## config.mk

```make
export PLATFORM = sky130hd
export DESIGN_NAME = eic_top
export DESIGN_NICKNAME = d
export VERILOG_FILES = /design/src/design/eic_pkg.sv /design/src/design/eic_noise_filter.sv /design/src/design/eic_top.sv
export VERILOG_INCLUDE_DIRS = /design/src /design/src/design
export SDC_FILE = /design/constraint.sdc
export NUM_CORES = 1
export LEC_CHECK = 0
export BUFFER_PORTS_ARGS = -buffer_cell sky130_fd_sc_hd__buf_4
export CAP_MARGIN = 20
export CORE_MARGIN = 2
export CORE_UTILIZATION = 30
export CTS_CLUSTER_DIAMETER = 120
export DETAILED_ROUTE_END_ITERATION = 10
export GPL_TIMING_DRIVEN = 0
export PLACE_DENSITY = 0.55
export SLEW_MARGIN = 30
export SYNTH_ARGS = -nofsm -noshare
export SYNTH_HDL_FRONTEND = slang
export SYNTH_SLANG_ARGS = --single-unit
```

## constraint.sdc

```tcl
create_clock -name clk -period 2.75 [get_ports clk]
set_input_delay 0.4125 -clock clk [delete_from_list [all_inputs] [get_ports clk]]
set_output_delay 0.4125 -clock clk [all_outputs]
set_load 0.01 [all_outputs]
```

## src/design/eic_consts.svh

```systemverilog
// Constants for the external interrupt input conditioner
//
// Overview of operation
// - Forbidden fetch: reset or trap interrupt, chosen by watchdog setting.
// - Trap request is raised at once, even during non-maskable service.
// - Six external inputs, each through a digital noise rejection stage.
// - Zero pin: port bit when select 0, interrupt when 1; resets as port.
// - Input zero uses falling edges; its latch stays clear in port function.
// - Fast clock: inputs zero and five reject under 2, accept 7 periods.
// - Input one filter select: 1 gives 15/49 periods, 0 gives 63/193.
// - Fast clock: inputs two, three, four reject under 7, accept 25 periods.
// - Slow and sleep modes: reject under 1, accept 3.5 low-clock periods.
// - Clean edge sets latch by establishment time plus 6 low-clock periods.
// - Inputs one to three: select 0 means rising edge, 1 falling edge.
// - Input four trigger: 00 rise, 01 fall, 10 both, 11 high level.
// - New input-one filter length applies within 64 fast-clock periods.
// - Input four high at reset release needs a rising edge before a high-level request.
// - Accepting an external interrupt clears that source's latch.
`ifndef EIC_CONSTS_SVH
`define EIC_CONSTS_SVH

// Register offsets
`define EIC_OFF_CONTROL 8'h37
`define EIC_OFF_STATUS 8'h40
`define EIC_OFF_MASK 8'h41
`define EIC_OFF_LATCH 8'h42

// Control register fields
`define EIC_BIT_ONE_NC 7
`define EIC_BIT_ZERO_EN 6
`define EIC_BIT_FOUR_HI 5
`define EIC_BIT_FOUR_LO 4
`define EIC_BIT_THREE_ES 3
`define EIC_BIT_TWO_ES 2
`define EIC_BIT_ONE_ES 1
`define EIC_CONTROL_RESET 8'h00

// Status bit of the address trap event
`define EIC_STAT_TRAP 6

// Filter limits in fast-clock periods (the system clock is the fast clock)
`define EIC_REJ_ZERO_FIVE 2
`define EIC_ACC_ZERO_FIVE 7
`define EIC_REJ_ONE_SHORT 15
`define EIC_ACC_ONE_SHORT 49
`define EIC_REJ_ONE_LONG 63
`define EIC_ACC_ONE_LONG 193
`define EIC_REJ_OTHERS 7
`define EIC_ACC_OTHERS 25
// Acceptance counts sit midway between the reject and accept limits
`define EIC_CNT_ZERO_FIVE ((`EIC_REJ_ZERO_FIVE + `EIC_ACC_ZERO_FIVE) / 2)
`define EIC_CNT_ONE_SHORT ((`EIC_REJ_ONE_SHORT + `EIC_ACC_ONE_SHORT) / 2)
`define EIC_CNT_ONE_LONG ((`EIC_REJ_ONE_LONG + `EIC_ACC_ONE_LONG) / 2)
`define EIC_CNT_OTHERS ((`EIC_REJ_OTHERS + `EIC_ACC_OTHERS) / 2)
// Slow mode: reject under 1, accept 3.5 low-clock periods; 2 samples
`define EIC_CNT_SLOW 2
// Longest allowed switch time of the input-one filter length
`define EIC_NC_SWITCH_MAX 64

`endif

```

## src/design/eic_pkg.sv

```systemverilog
// Types for the external interrupt input conditioner
package eic_pkg;
    typedef logic [7:0] eic_byte_t;
    typedef enum logic [1:0] {
        EIC_TRIG_RISE = 2'h0,
        EIC_TRIG_FALL = 2'h1,
        EIC_TRIG_BOTH = 2'h2,
        EIC_TRIG_HIGH = 2'h3
    } eic_trig_t;
endpackage : eic_pkg

```

## src/design/eic_noise_filter.sv

```systemverilog
// One digital noise rejection stage with edge pulses
`timescale 1ns/1ps
module eic_noise_filter #(
    parameter int CNT_W = 8
) (
    input wire logic clk, // Fast system clock
    input wire logic reset, // Synchronous reset, active high
    input wire logic sample_tick, // Take a sample this cycle
    input wire logic din, // Synchronised pin level
    input wire logic [CNT_W-1:0] thresh, // Samples needed to accept
    output logic dout, // Filtered level
    output logic rise, // One-cycle rising pulse
    output logic fall // One-cycle falling pulse
);
    logic level_reg;
    logic primed_reg;
    logic [CNT_W-1:0] cnt_reg;
    logic [CNT_W-1:0] cnt_next;
    logic rise_reg;
    logic fall_reg;
    wire logic differ;
    wire logic take;

    // Elaboration check on the counter width
    if (CNT_W < 2 || CNT_W > 16) begin : g_bad_width
        $error("eic_noise_filter: CNT_W out of range");
    end

    // Count differing samples; any agreeing sample restarts the count
    assign differ = (din != level_reg) || !primed_reg;
    assign cnt_next = cnt_reg + {{(CNT_W-1){1'b0}}, 1'b1};
    assign take = differ && sample_tick && (cnt_next >= thresh);

    // First accepted level after reset is loaded without an edge,
    // so a pin already high at release does not look like a rising edge
    always_ff @(posedge clk) begin
        if (reset) begin
            level_reg <= 1'b0;
            primed_reg <= 1'b0;
            cnt_reg <= '0;
            rise_reg <= 1'b0;
            fall_reg <= 1'b0;
        end else begin
            rise_reg <= take && primed_reg && din;
            fall_reg <= take && primed_reg && !din;
            if (!differ || take) begin
                cnt_reg <= '0;
            end else if (sample_tick) begin
                cnt_reg <= cnt_next;
            end
            if (take) begin
                level_reg <= din;
                primed_reg <= 1'b1;
            end
        end
    end

    assign dout = level_reg;
    assign rise = rise_reg;
    assign fall = fall_reg;
endmodule : eic_noise_filter

```

## src/design/eic_top.sv

```systemverilog
// External interrupt input conditioner with address trap handling
`include "eic_consts.svh"
`timescale 1ns/1ps
module eic_top #(
    parameter int CNT_W = 8, // Filter counter width
    parameter int N_IN = 6 // Number of external inputs
) (
    input wire logic clk, // 20 MHz fast clock
    input wire logic reset, // Synchronous reset, active high
    input wire logic [7:0] addr, // Register address
    input wire logic [7:0] wdata, // Register write data
    input wire logic we, // Write strobe
    input wire logic re, // Read strobe
    output logic [7:0] rdata, // Read data, cycle after re
    input wire logic [N_IN-1:0] ext_irq_in, // Interrupt pins, bit i = input i
    input wire logic low_freq_clock, // Low clock, sampled as a pin
    input wire logic slow_mode, // Low-speed or sleep mode active
    input wire logic [N_IN-1:0] irq_accept, // CPU accepted source i
    input wire logic fetch_trapped, // Fetch from a forbidden area
    input wire logic trap_to_irq, // Watchdog setting: 1 trap irq
    input wire logic trap_accept, // CPU accepted the address trap
    output logic [N_IN-1:0] irq_latch, // Interrupt latches
    output logic address_trap_interrupt, // Address trap request
    output logic trap_reset_out, // Reset request from a trap
    output logic shared_port_bit_zero, // Zero pin as port input
    output logic irq // Level interrupt output
);
    ////////////////////////////////////////////////////////////////////////
    // Declarations
    ////////////////////////////////////////////////////////////////////////
    eic_pkg::eic_byte_t ext_irq_control_reg;
    logic [6:0] status_reg;
    logic [6:0] status_next;
    logic [6:0] mask_reg;
    logic [7:0] rdata_reg;
    logic [7:0] rdata_next;
    logic [N_IN-1:0] latch_reg;
    logic [N_IN-1:0] latch_next;
    logic [N_IN-1:0] pin_meta_reg;
    logic [N_IN-1:0] pin_sync_reg;
    logic fs_meta_reg;
    logic fs_sync_reg;
    logic fs_prev_reg;
    logic four_armed_reg;
    logic trap_irq_reg;
    logic trap_rst_reg;
    logic port_zero_reg;
    logic irq_reg;
    logic [N_IN-1:0] filt_level;
    logic [N_IN-1:0] filt_rise;
    logic [N_IN-1:0] filt_fall;
    wire logic [N_IN-1:0] event_hit;
    logic hit_four;
    logic [CNT_W-1:0] thresh [N_IN];
    wire logic fs_tick;
    wire logic sample_tick;
    wire logic wr_control;
    wire logic wr_status;
    wire logic wr_mask;
    wire logic zero_en;
    wire logic one_nc;
    eic_pkg::eic_trig_t four_trig;
    wire logic [CNT_W-1:0] th_zero_five;
    wire logic [CNT_W-1:0] th_one;
    wire logic [CNT_W-1:0] th_others;
    wire logic [CNT_W-1:0] th_slow;
    wire logic [6:0] status_set;

    // Elaboration checks: six fixed inputs, counter wide enough
    if (N_IN != 6) begin : g_bad_inputs
        $error("eic_top: N_IN must be 6");
    end
    if ((1 << CNT_W) <= `EIC_CNT_ONE_LONG || CNT_W > 16) begin : g_bad_width
        $error("eic_top: CNT_W too small for the filter counts");
    end

    ////////////////////////////////////////////////////////////////////////
    // Pin synchronisers
    ////////////////////////////////////////////////////////////////////////
    // Two flops on every pin and on the low clock before any logic
    always_ff @(posedge clk) begin
        if (reset) begin
            pin_meta_reg <= '0;
            pin_sync_reg <= '0;
            fs_meta_reg <= 1'b0;
            fs_sync_reg <= 1'b0;
            fs_prev_reg <= 1'b0;
        end else begin
            pin_meta_reg <= ext_irq_in;
            pin_sync_reg <= pin_meta_reg;
            fs_meta_reg <= low_freq_clock;
            fs_sync_reg <= fs_meta_reg;
            fs_prev_reg <= fs_sync_reg;
        end
    end

    // Low clock rising edge paces the filters in slow modes
    assign fs_tick = fs_sync_reg && !fs_prev_reg;
    assign sample_tick = slow_mode ? fs_tick : 1'b1;

    ////////////////////////////////////////////////////////////////////////
    // Control fields and filter thresholds
    ////////////////////////////////////////////////////////////////////////
    assign zero_en = ext_irq_control_reg[`EIC_BIT_ZERO_EN];
    assign one_nc = ext_irq_control_reg[`EIC_BIT_ONE_NC];
    assign four_trig = eic_pkg::eic_trig_t'(
        ext_irq_control_reg[`EIC_BIT_FOUR_HI:`EIC_BIT_FOUR_LO]);
    assign th_zero_five = CNT_W'(`EIC_CNT_ZERO_FIVE);
    // Length select acts on the next sample, well inside 64 cycles
    assign th_one = one_nc ? CNT_W'(`EIC_CNT_ONE_SHORT)
                           : CNT_W'(`EIC_CNT_ONE_LONG);
    assign th_others = CNT_W'(`EIC_CNT_OTHERS);
    assign th_slow = CNT_W'(`EIC_CNT_SLOW);

    // Per-input threshold; slow modes use one common sample count
    always_comb begin
        thresh[0] = slow_mode ? th_slow : th_zero_five;
        thresh[1] = slow_mode ? th_slow : th_one;
        thresh[2] = slow_mode ? th_slow : th_others;
        thresh[3] = slow_mode ? th_slow : th_others;
        thresh[4] = slow_mode ? th_slow : th_others;
        thresh[5] = slow_mode ? th_slow : th_zero_five;
    end

    ////////////////////////////////////////////////////////////////////////
    // Noise filters
    ////////////////////////////////////////////////////////////////////////
    // Filter delay is up to 128 fast cycles or 2 low-clock samples, far below 6 low-clock periods
    for (genvar i = 0; i < N_IN; i++) begin : g_filt
        eic_noise_filter #(
            .CNT_W(CNT_W)
        ) u_filt (
            .clk(clk),
            .reset(reset),
            .sample_tick(sample_tick),
            .din(pin_sync_reg[i]),
            .thresh(thresh[i]),
            .dout(filt_level[i]),
            .rise(filt_rise[i]),
            .fall(filt_fall[i])
        );
    end

    ////////////////////////////////////////////////////////////////////////
    // Trigger selection
    ////////////////////////////////////////////////////////////////////////
    // Input zero counts only in interrupt function
    assign event_hit[0] = zero_en && filt_fall[0];
    assign event_hit[1] = ext_irq_control_reg[`EIC_BIT_ONE_ES]
                          ? filt_fall[1] : filt_rise[1];
    assign event_hit[2] = ext_irq_control_reg[`EIC_BIT_TWO_ES]
                          ? filt_fall[2] : filt_rise[2];
    assign event_hit[3] = ext_irq_control_reg[`EIC_BIT_THREE_ES]
                          ? filt_fall[3] : filt_rise[3];
    assign event_hit[5] = filt_fall[5];
    assign event_hit[4] = hit_four;

    // Input four trigger decode
    always_comb begin
        hit_four = 1'b0;
        unique case (four_trig)
            eic_pkg::EIC_TRIG_RISE: hit_four = filt_rise[4];
            eic_pkg::EIC_TRIG_FALL: hit_four = filt_fall[4];
            eic_pkg::EIC_TRIG_BOTH: hit_four = filt_rise[4]
                                               | filt_fall[4];
            eic_pkg::EIC_TRIG_HIGH: hit_four = four_armed_reg
                                               && filt_level[4];
        endcase
    end

    // Level mode arms only after a filtered rising edge since reset
    always_ff @(posedge clk) begin
        if (reset) begin
            four_armed_reg <= 1'b0;
        end else if (filt_rise[4]) begin
            four_armed_reg <= 1'b1;
        end
    end

    ////////////////////////////////////////////////////////////////////////
    // Interrupt latches
    ////////////////////////////////////////////////////////////////////////
    // Acceptance clears a latch, but a new event in the same cycle wins
    assign latch_next = (latch_reg & ~irq_accept) | event_hit;

    always_ff @(posedge clk) begin
        if (reset) begin
            latch_reg <= '0;
        end else begin
            latch_reg <= latch_next;
        end
    end

    ////////////////////////////////////////////////////////////////////////
    // Address trap
    ////////////////////////////////////////////////////////////////////////
    // Trap request ignores any non-maskable service in progress
    always_ff @(posedge clk) begin
        if (reset) begin
            trap_irq_reg <= 1'b0;
            trap_rst_reg <= 1'b0;
        end else begin
            trap_rst_reg <= fetch_trapped && !trap_to_irq;
            if (fetch_trapped && trap_to_irq) begin
                trap_irq_reg <= 1'b1;
            end else if (trap_accept) begin
                trap_irq_reg <= 1'b0;
            end
        end
    end

    ////////////////////////////////////////////////////////////////////////
    // Register bus
    ////////////////////////////////////////////////////////////////////////
    assign wr_control = we && (addr == `EIC_OFF_CONTROL);
    assign wr_status = we && (addr == `EIC_OFF_STATUS);
    assign wr_mask = we && (addr == `EIC_OFF_MASK);
    assign status_set = {fetch_trapped && trap_to_irq, event_hit};
    // Write-one-to-clear; a set in the same cycle wins
    assign status_next = (status_reg & ~(wr_status ? wdata[6:0] : 7'h00))
                         | status_set;

    // Read mux; unmapped addresses read zero
    always_comb begin
        rdata_next = 8'h00;
        if (re) begin
            unique case (addr)
                `EIC_OFF_CONTROL: rdata_next = {ext_irq_control_reg[7:1],
                                                1'b0};
                `EIC_OFF_STATUS: rdata_next = {1'b0, status_reg};
                `EIC_OFF_MASK: rdata_next = {1'b0, mask_reg};
                `EIC_OFF_LATCH: rdata_next = {2'h0, latch_reg};
                default: rdata_next = 8'h00;
            endcase
        end
    end

    // Control register resets to port function on the zero pin
    always_ff @(posedge clk) begin
        if (reset) begin
            ext_irq_control_reg <= `EIC_CONTROL_RESET;
        end else if (wr_control) begin
            ext_irq_control_reg <= {wdata[7:1], 1'b0};
        end
    end

    always_ff @(posedge clk) begin
        if (reset) begin
            status_reg <= 7'h00;
            mask_reg <= 7'h00;
            rdata_reg <= 8'h00;
            irq_reg <= 1'b0;
        end else begin
            status_reg <= status_next;
            if (wr_mask) begin
                mask_reg <= wdata[6:0];
            end
            rdata_reg <= rdata_next;
            irq_reg <= |(status_next & (wr_mask ? wdata[6:0] : mask_reg));
        end
    end

    ////////////////////////////////////////////////////////////////////////
    // Port function of the zero pin
    ////////////////////////////////////////////////////////////////////////
    // Port input shows the synchronised pin only in port function
    always_ff @(posedge clk) begin
        if (reset) begin
            port_zero_reg <= 1'b0;
        end else begin
            port_zero_reg <= !zero_en && pin_sync_reg[0];
        end
    end

    ////////////////////////////////////////////////////////////////////////
    // Outputs
    ////////////////////////////////////////////////////////////////////////
    assign rdata = rdata_reg;
    assign irq_latch = latch_reg;
    assign address_trap_interrupt = trap_irq_reg;
    assign trap_reset_out = trap_rst_reg;
    assign shared_port_bit_zero = port_zero_reg;
    assign irq = irq_reg;
endmodule : eic_top

```

Word level (Yosys, flattened, before mapping)
Cells that the tools add are included.
Storage, ports and cells
  input port bits: 37
  logic and storage cells: 171
  output and inout port bits: 18
  flip-flop bits (word level): 125
Cells by class
  multiplexer cells: 14
  eq/ne operators: 13
  reductions and logical operators: 80
  $lt $le $gt $ge: 6
  bitwise logic cells: 9
  add/sub/neg operators: 6
Operators with widths (count)
  adder 8 x 1 -> 8 bit, second input constant: 6
  logical AND 1 bit: 37
  one-hot mux 8 bit (4 select lines): 1
  == test 8 x 7 -> 1 bit, second input constant: 3
  >= comparator 8 x 5 -> 1 bit: 3
  zero test 1 bit: 21
  >= comparator 8 x 3 -> 1 bit: 2
  two-way mux 8 bit: 2
  AND 7 bit: 2
  two-way mux 7 bit: 2
  OR reduction 2 bit: 7
  logical OR 1 bit: 12
  == test 8 x 6 -> 1 bit, second input constant: 1
  >= comparator 8 bit: 1
  inverter 7 bit: 1
  bitwise OR 7 bit: 1
  OR reduction 7 bit: 1
  AND 6 bit: 1
  two-way mux 1 bit: 6
  inequality test 1 bit: 6
  inverter 6 bit: 1
  bitwise OR 6 bit: 1
  two-way mux 5 bit: 1
  == test 2 bit, second input constant: 2
  7 further kinds: 7

Logic depth before layout (Yosys ltp)
Gate-level depths: netlist of run 1.
  depth in word-level cells: 8
  mapped depth: 10
  gate-level depth less buffers: 10

By module
Synthesis of run 1 repeated with hierarchy kept, for this count alone.
Unflattened totals
  cell total of the unflattened synthesis: 780
  area, all modules: 6851.6 sq um
By module, submodules not included
  eic_noise_filter: cells an instance 93, sequential area each 240.2 sq um, area each 793.3 sq um, instances 6
  eic_top: cells an instance 222, sequential area each 1101.1 sq um, area each 2092.0 sq um, instances 1

Worst setup path before layout of run 1
OpenSTA, ideal clock, no wires.
  kind: register -> register
  start: reg g_filt[1].u_filt.cnt_reg[2]
  end: reg g_filt[1].u_filt.fall_reg
  buffers on the path: 0
  setup time: 0.117 ns
  period minus slack after synthesis: 2.274 ns
  arrival time: 2.157 ns
  slack: 0.476 ns
  cell stages (with the launch flop): 9
  data required time: 2.633 ns
  path through: dfxtp_1 > nand3_1 > nor2_1 > xor2_1 > ha_1 > a2111o_1 > a221oi_2 > nor3_2 > and4b_1
Between the ends
  word-level cells in the longest chain between the ends: 5
RTL lines
  from (decl): line eic_noise_filter.sv:17  | logic [CNT_W-1:0] cnt_reg;
  from (signal assigned): line eic_noise_filter.sv:49  | cnt_reg <= cnt_next;
  adder 8 x 1 -> 8 bit: line eic_noise_filter.sv:31  | assign cnt_next = cnt_reg + {{(CNT_W-1){1'b0}}, 1'b1};
  net g_filt[1].u_filt.cnt_next[5]: line eic_noise_filter.sv:18  | logic [CNT_W-1:0] cnt_next;
  >= comparator 8 bit: line eic_noise_filter.sv:32  | assign take = differ && sample_tick && (cnt_next >= thresh);
  logical AND 1 bit: line eic_noise_filter.sv:32
  logical AND 1 bit (2 in a row): line eic_noise_filter.sv:45  | fall_reg <= take && primed_reg && !din;
  to (signal assigned): line eic_noise_filter.sv:45
  to (decl): line eic_noise_filter.sv:20  | logic fall_reg;
The timed path passes the listed nets, and every way through them passes these cells.
A chain may end at the register's enable or synchronous reset.

Final worst setup path of run 1
Ends and elaborated chain as after synthesis.

==> out/metrics.cfg, run 1 <==
[yosys]
synth_fp_nets = 662
synth_ff_type = dfxtp_1
syn_avg_cell_area_um2 = 9.016
postSynthCellCount = 606
synth_warnings = 0
synth_largest_area_cell = dfxtp_1
synth_top_area_share_pct = 45.80
synth-edff-count = 0
yosysSeqAreaShare_pct = 45.80
postSynth.asyncResetShare_pct = 0
post-synth-top-count-cell = dfxtp_1
synth_seq_cells = 125
synth_cell_types = 52
synth_area_leaders = dfxtp_1 (46%), nor2_1 (6.5%), xnor2_1 (5.9%)
syn_area_um2 = 5464
synthTopCellsByCount = dfxtp_1 (125), nor2_1 (94), nand2_1 (53)

[place]
gp_congestion = 0.7736
dp.final_hpwl_um = 8857
portBuffers = 52

[detailed_routing]
wl_per_cell_um = 13.56
drt_iter0_markers = 234
drtAntennaViolNets = 0
routed_wl_um = 12450
drc = 0
routed_via_density = 4.700
drtPass1Iterations = 5
num_vias = 4315

[setup_path]
slowest_stage = dfxtp_1
crit_chain = nand3_1 -> nor2_1 -> xor2_1 -> ha_1 -> a2111o_1 -> a221oi_2 -> nor3_2 -> and4b_1
worstPathArrival_ns = 2.81
crit_fanout = 5
critPathMaxStageDelay_ns = 0.42
criticalPathCategory = reg -> reg
cp-start-kind = register
critPathCaptureType = register
required_ns = 3.06

[die]
coreArea_um2 = 17900
die-area_um2 = 19310
ios = 55
die_x_um = 139.0
initial_core_util_pct = 30.52
die_y_um = 139.0
rows = 49

[hold_path]
hp-class = in -> reg

[grt]
grt_pass1_vias = 3973
grt_antenna_before_repair = 0
overflow = 0
grt_pass1_wl_um = 20220
grt_usage_pct = 13.18
grt_max_degree = 17

[power_and_ir_drop]
p_sw_share_pct = 21.85
power_density_nw_per_um2 = 663.4
power.share.sequential_pct = 42.3
clkPwrFrac_pct = 50.8
intPower_uw = 3496
irDropWorstVdd_mv = 0.4486
p_comb_share_pct = 6.9
p_leak_uw = 0.002728
switchingPower_uw = 977.2

[timing]
setup_viol = 0
clock_skew_ns = 0.007112
report.final.slew_viol_count = 0
maxSlewHeadroom_pct = 49.11
rsz0062_at_grt = false
hold_viol = 0
fin_crit_sh_pct = 90.97
tightestPinTransition_ns = 0.7582
min_period_ns = 2.502
max_freq_mhz = 399.7
final.setup.tns_ns = 0

[layout]
multi_input_area_um2 = 2808
regArea_um2 = 2502
utilization_pct = 37.66
layout.nets = 733
drive_above_1_share_pct = 14.08
largest_reg_flops = 48
syn_to_final_growth_pct = 23.40
fillers = 1847
num_antenna_cells = 0

[clock_network]
ctsHoldBuffers = 0
clkSlewWorstSetupHoldPaths_ns = 0.05
cts_tree = done
clockBufferDepth = 2
cts_resized = 0
clock-root-buffer = clkbuf_16
clock_latency_ns = 0.41
cts_setup_buffers = 0
cts_sinks = 125
cts_buffers = 17
h-tree-depth = 4

[job]
maxCapViolations = 0

[outcome]
status = completed

-- critical path, delay by kind of cell (launching register included) --
family / cells / cell delay [ns]
adder cells (fa/ha/maj): 1 / 0.26
XOR/XNOR: 1 / 0.18
flip-flops: 1 / 0.42
AO/OA/AOI/OAI: 2 / 0.75
AND/OR/NAND/NOR: 4 / 0.79
-- per-layer routing --
layer | up-vias | track usage [%] | wire, um
li1 | 2227 | - | -
met1 | 2011 | 17.50 | 6348
met2 | 73 | 20.30 | 5569
met3 | 4 | 4.006 | 480
met4 | 0 | 4.785 | 48
met5 | - | 0 | 0
-- path summary, 6_finish.rpt --
kind / slack, ns / endpoint / start / cells past startpoint
max reg2reg: 0.25 / g_filt[1].u_filt.fall / g_filt[1].u_filt.cnt_reg[2] / 8
min reg2reg: 0.44 / pin_sync_reg[4] / pin_meta_reg[4] / 1
max: 0.25 / g_filt[1].u_filt.fall / g_filt[1].u_filt.cnt_reg[2] / 8
min: 0.17 / trap_reset_out / trap_to_irq / 2
-- power by group through the flow --
stage	logic (uW)	clock network, uW	registers [uW]
after floorplan	195	0	1920
after global placement	308	0	1930
after detailed placement	311	0	1930
after CTS	313	2320	1890
after global routing	349	2410	1900
final	306	2270	1890
-- cells by family (layout without fill, tap and decap cells) --
group | after synthesis | count (layout) | synth area share (%)
xor+xnor | 59 | 59 | 9.457
buf+inv | 39 | 122 | 2.817
simple gates | 255 | 255 | 22.56
compound gates | 86 | 86 | 10.67
flops | 125 | 125 | 45.80
mux | 23 | 23 | 4.351
fa+ha+maj | 19 | 19 | 4.351
-- area by class of cell --
class | count | share of cell area, %
multi-input combinational | 442 | 41.64
sequential | 125 | 37.11
clock buffer | 24 | 7.293
timing repair buffer | 52 | 5.790
tap | 229 | 4.249
clock inverter | 7 | 1.633
buffer | 22 | 1.336
inverter | 17 | 0.9464
-- cells in the final DEF, fill, tap and decap left out, types with 4 or more instances in the layout --
master	netlist	routed
dfxtp_1	125	125
nor2_1	94	94
nand2_1	53	53
buf_4	1	53
xnor2_1	37	37
a21oi_1	33	33
nand3_1	28	28
xor2_1	22	22
and3_1	22	22
clkbuf_1	16	19
ha_1	19	19
inv_1	17	17
mux2i_1	17	17
clkbuf_16	0	17
nor2b_1	16	16
nand2b_1	11	11
a31oi_1	7	7
o21ai_0	7	7
a21boi_0	6	6
nor3_1	6	6
nand4_1	6	6
mux2_2	6	6
and4_1	5	5
a222oi_1	5	5
clkinv_2	0	4
clkbuf_8	0	4
-- through the flow --
step	total power, uW	cell area, um2	cells	setup WS [ns]	hold slack [ns]
floorplan	2118	5464	606	0.4759	0.4138
global placement	2239	6141	887	0.2593	0.4228
detailed placement	2241	6141	887	0.2540	0.4223
CTS	4527	6743	918	0.2413	0.1474
global route	4661	6743	918	0.01683	0.1450
finish	4473	6743	918	0.2483	0.1674
(Power assumes the default switching activity.)
==> run 2: changes to the inputs <==
- CTS_BUF_LIST: default -> sky130_fd_sc_hd__clkbuf_8 sky130_fd_sc_hd__clkbuf_16
- GPL_TIMING_DRIVEN: 0 -> default
==> out/metrics.cfg, run 2 (same netlist as run 1, synthesis figures left out) <==
[layout]
utilization_pct = 37.41
final_common_cell = dfxtp_1
drive_above_1_share_pct = 15.13
regArea_um2 = 2502
layout.nets = 717
largest_reg_flops = 48
fillers = 1842
num_antenna_cells = 0
final_area_um2 = 6698
final_cell_mix = dfxtp_1 (125), nor2_1 (94), buf_4 (58)
multi_input_area_um2 = 2811
finalNonFillerCells = 903
syn_to_final_growth_pct = 22.58

[clock_network]
cts_setup_buffers = 0
ctsHoldBuffers = 0
cts_buffers = 17
clkSlewWorstSetupHoldPaths_ns = 0.05
clock_latency_ns = 0.42
cts_resized = 0
clock-root-buffer = clkbuf_16
cts_tree = done
cts_sinks = 125
clockBufferDepth = 2
h-tree-depth = 4

[setup_path]
cp-start-kind = register
required_ns = 3.06
reg2reg_depth = 8
critPathMaxStageDelay_ns = 0.42
crit_fanout = 5
critical_path_buf_inv_count = 0
worstPathArrival_ns = 2.78
slowest_stage = dfxtp_1
r2r_slack_ns = 0.28
criticalPathCategory = reg -> reg
critPathCaptureType = register
setup.worst_path.start = g_filt[1].u_filt.cnt_reg[2]
crit_family = simple AND/OR/NAND/NOR gates
crit_chain = nand3_1 -> nor2_1 -> xor2_1 -> ha_1 -> a2111o_1 -> a221oi_2 -> nor3_2 -> and4_1
reg2reg_to = g_filt[1].u_filt.rise
r2r-start = g_filt[1].u_filt.cnt_reg[2]

[job]
maxCapViolations = 0

[grt]
overflow = 0
grt_usage_pct = 12.72
grt_pass1_wl_um = 19680
grt_pass1_vias = 4185
grt_antenna_before_repair = 0
grt_max_degree = 41

[place]
detailedPlace.worstSlack_ns = 0.2682
dp.final_hpwl_um = 8425
portBuffers = 54
gp_congestion = 0.8163
dp_cells = 871
dpl_cell_area_um2 = 6100

[detailed_routing]
drt_iter0_markers = 219
routed_wl_um = 11740
drtPass1Iterations = 5
num_vias = 4300
top_signal_layer_used = met4
wl_per_cell_um = 13.00
routed_via_density = 4.762
routed-wl-met2_um = 5291
drtAntennaViolNets = 0
met1Wirelength_um = 5644
met3_wirelength_um = 559
drc = 0

[hold_path]
hold_end = trap_reset_out
worstHoldStart = trap_to_irq
hp-class = in -> reg
min_path_cells = 2

[power_and_ir_drop]
intPower_uw = 3407
power_density_nw_per_um2 = 658.0
switchingPower_uw = 999.8
irDropWorstVdd_mv = 0.3960
power.share.sequential_pct = 42.9
clkPwrFrac_pct = 50.3
p_leak_uw = 0.002711
p_comb_share_pct = 6.7
p_sw_share_pct = 22.69

[timing]
max_freq_mhz = 404.5
clock_skew_ns = 0.008780
tightestPinTransition_ns = 0.7741
final.setup.tns_ns = 0
hold_viol = 0
fin_crit_sh_pct = 89.89
rsz0062_at_grt = false
setup_viol = 0
maxSlewHeadroom_pct = 48.00
report.final.slew_viol_count = 0
final.setup.worst_slack_ns = 0.2781
min_period_ns = 2.472

[die]
coreArea_um2 = 17900
die_x_um = 139.0
die_y_um = 139.0
initial_core_util_pct = 30.52
ios = 55
die-area_um2 = 19310
rows = 49

[outcome]
status = completed

==> run 2: per-stage QoR <==
| step | power, uW | hold WS (ns) |
|---|---|---|
| 2_1_floorplan | 2118 | 0.4138 |
| 3_3_place_gp | 2217 | 0.4222 |
| 3_5_place_dp | 2231 | 0.4234 |
| 4_1_cts | 4468 | 0.1396 |
| 5_1_grt | 4581 | 0.1446 |
| 6_report | 4407 | 0.1603 |
==> run 2: how the worst max path moves through the flow <==
| stage | cells past startpoint | to | slack, ns |
|---|---|---|---|
| 2_1_floorplan | 8 | g_filt[1].u_filt.fall | 0.48 |
| 3_3_place_gp | 7 | irq | 0.34 |
| 3_5_place_dp | 7 | irq | 0.27 |
| 4_1_cts | 8 | g_filt[1].u_filt.rise | 0.28 |
| 5_1_grt | 8 | g_filt[1].u_filt.cnt_reg[2] | 0.07 |
| 6_report | 8 | g_filt[1].u_filt.rise | 0.28 |
==> run 2: layer usage <==
layer / global-route usage (%) / vias up
li1: - / 2193
met1: 16.15 / 1996
met4: 6.699 / 0
met2: 19.63 / 90
met5: 0 / -
met3: 3.695 / 21
==> run 2: cell type report <==
class	count	share of cell area [%]
Multi-Input combinational cell	442	41.98
Sequential cell	125	37.36
Clock buffer	21	7.174
Timing Repair Buffer	58	6.501
Tap cell	229	4.278
Clock inverter	11	1.756
Inverter	17	0.9527
==> run 2: power groups by stage <==
stage                     logic (uW)  clock network [uW]  registers [uW]
after floorplan                  195                   0            1920
after global placement           288                   0            1930
after detailed placement         299                   0            1930
after CTS                        301                2270            1890
after global routing             341                2340            1900
final                            296                2220            1890
==> run 3: changes to the inputs <==
- BUFFER_PORTS_ARGS: -buffer_cell sky130_fd_sc_hd__buf_4 -> -buffer_cell sky130_fd_sc_hd__buf_2
==> out/metrics.cfg, run 3 (same netlist as run 1, synthesis figures left out) <==
[outcome]
status = completed

[clock_network]
cts_buffers = 17
cts_tree = done
clock_latency_ns = 0.41
clock-root-buffer = clkbuf_16
cts_resized = 0
cts_sinks = 125
clockBufferDepth = 2
clkSlewWorstSetupHoldPaths_ns = 0.06
cts_setup_buffers = 0
ctsHoldBuffers = 0
h-tree-depth = 4

[setup_path]
r2r_slack_ns = 0.29
criticalPathCategory = reg -> reg
required_ns = 3.05
r2r-start = g_filt[1].u_filt.cnt_reg[2]
slowest_stage = dfxtp_1
reg2reg_depth = 8
cp-start-kind = register
reg2reg_to = g_filt[1].u_filt.rise
critPathMaxStageDelay_ns = 0.42
critPathCaptureType = register
worstPathArrival_ns = 2.76
crit_chain = nand3_1 -> nor2_1 -> xor2_1 -> ha_1 -> a2111o_1 -> a221oi_2 -> nor3_2 -> and4_1
crit_fanout = 5

[grt]
grt_pass1_vias = 4122
overflow = 0
grt_usage_pct = 12.31
grt_antenna_before_repair = 0
grt_pass1_wl_um = 19340
grt_max_degree = 40

[timing]
clock_skew_ns = 0.007734
report.final.slew_viol_count = 0
setup_viol = 0
maxSlewHeadroom_pct = 51.54
hold_viol = 0
min_period_ns = 2.459
fin_crit_sh_pct = 89.41
rsz0062_at_grt = false
whs_ns = 0.1747
tightestPinTransition_ns = 0.7269
max_freq_mhz = 406.7
final.setup.tns_ns = 0

[hold_path]
hold_end = trap_reset_out
worstHoldStart = trap_to_irq
hp-class = in -> reg
min_path_cells = 2

[power_and_ir_drop]
power_density_nw_per_um2 = 674.6
p_leak_uw = 0.002734
irDropWorstVdd_mv = 0.5101

[place]
dp_cells = 880
gp_congestion = 0.7585
dp.final_hpwl_um = 8084
portBuffers = 54

[layout]
largest_reg_flops = 48
layout.nets = 726
finalNonFillerCells = 912
final_cell_mix = dfxtp_1 (125), nor2_1 (94), buf_2 (54)
syn_to_final_growth_pct = 21.75
drive_above_1_share_pct = 16.40
fillers = 1822
num_antenna_cells = 0
final_common_cell = dfxtp_1

[job]
maxCapViolations = 0

[detailed_routing]
drtAntennaViolNets = 0
drtPass1Iterations = 6
drc = 0
routed_via_density = 4.645
drt_iter0_markers = 222
num_vias = 4236
routed_wl_um = 11280
wl_per_cell_um = 12.37

[die]
rows = 49
ios = 55
die_x_um = 139.0
die-area_um2 = 19310
coreArea_um2 = 17900
die_y_um = 139.0
initial_core_util_pct = 30.52

[run 3: per-stage QoR]
stage / setup slack, ns / instance area (um2) / total power (uW) / utilization [%]
6_report: 0.2912 / 6653 / 4488 / 37.16
4_1_cts: 0.2959 / 6653 / 4551 / 37.16
2_1_floorplan: 0.4759 / 5464 / 2118 / -
5_1_grt: 0.07785 / 6653 / 4691 / 37.16
3_5_place_dp: 0.3070 / 6032 / 2223 / 33.69
3_3_place_gp: 0.3559 / 6032 / 2219 / 33.69
[run 3: per-layer routing]
layer | track usage [%] | wire (um) | vias up
met5 | 0 | 0 | -
met4 | 4.519 | 174 | 0
met3 | 4.006 | 595 | 14
met2 | 18.54 | 4769 | 85
met1 | 16.51 | 5738 | 1913
li1 | - | - | 2224
[run 3: report_power, final]
part	internal, uW	switching (uW)
clock network	1510	794
logic	123	165
registers	1860	35.5
total	3490	995
[run 3: worst max-delay path: cells and delay by family, from the launching register on]
family,cells,cell delay [ns]
flops,1,0.42
fa+ha+maj,1,0.26
simple gates,4,0.75
xor+xnor,1,0.18
compound gates,2,0.74
[run 3: area by class of cell]
type                            instances  area [um2]  share of cell area [%]
Clock inverter                         11       140.1                   2.106
Multi-Input combinational cell        442        2811                   42.26
Sequential cell                       125        2502                   37.62
Timing Repair Buffer                   67       367.9                   5.529
Inverter                               17       63.81                  0.9592
Tap cell                              229       286.5                   4.307
Clock buffer                           21       480.5                   7.222
[run 3: worst max path at each step]
stage / start / endpoint / slack (ns) / cells after the start
floorplan: g_filt[1].u_filt.cnt_reg[2] / g_filt[1].u_filt.fall / 0.48 / 8
global placement: g_filt[1].u_filt.cnt_reg[2] / g_filt[1].u_filt.fall / 0.36 / 8
detailed placement: g_filt[1].u_filt.cnt_reg[2] / g_filt[1].u_filt.rise / 0.31 / 8
CTS: g_filt[1].u_filt.cnt_reg[2] / g_filt[1].u_filt.rise / 0.30 / 8
global route: g_filt[1].u_filt.cnt_reg[2] / g_filt[1].u_filt.cnt_reg[1] / 0.08 / 8
finish: g_filt[1].u_filt.cnt_reg[2] / g_filt[1].u_filt.rise / 0.29 / 8
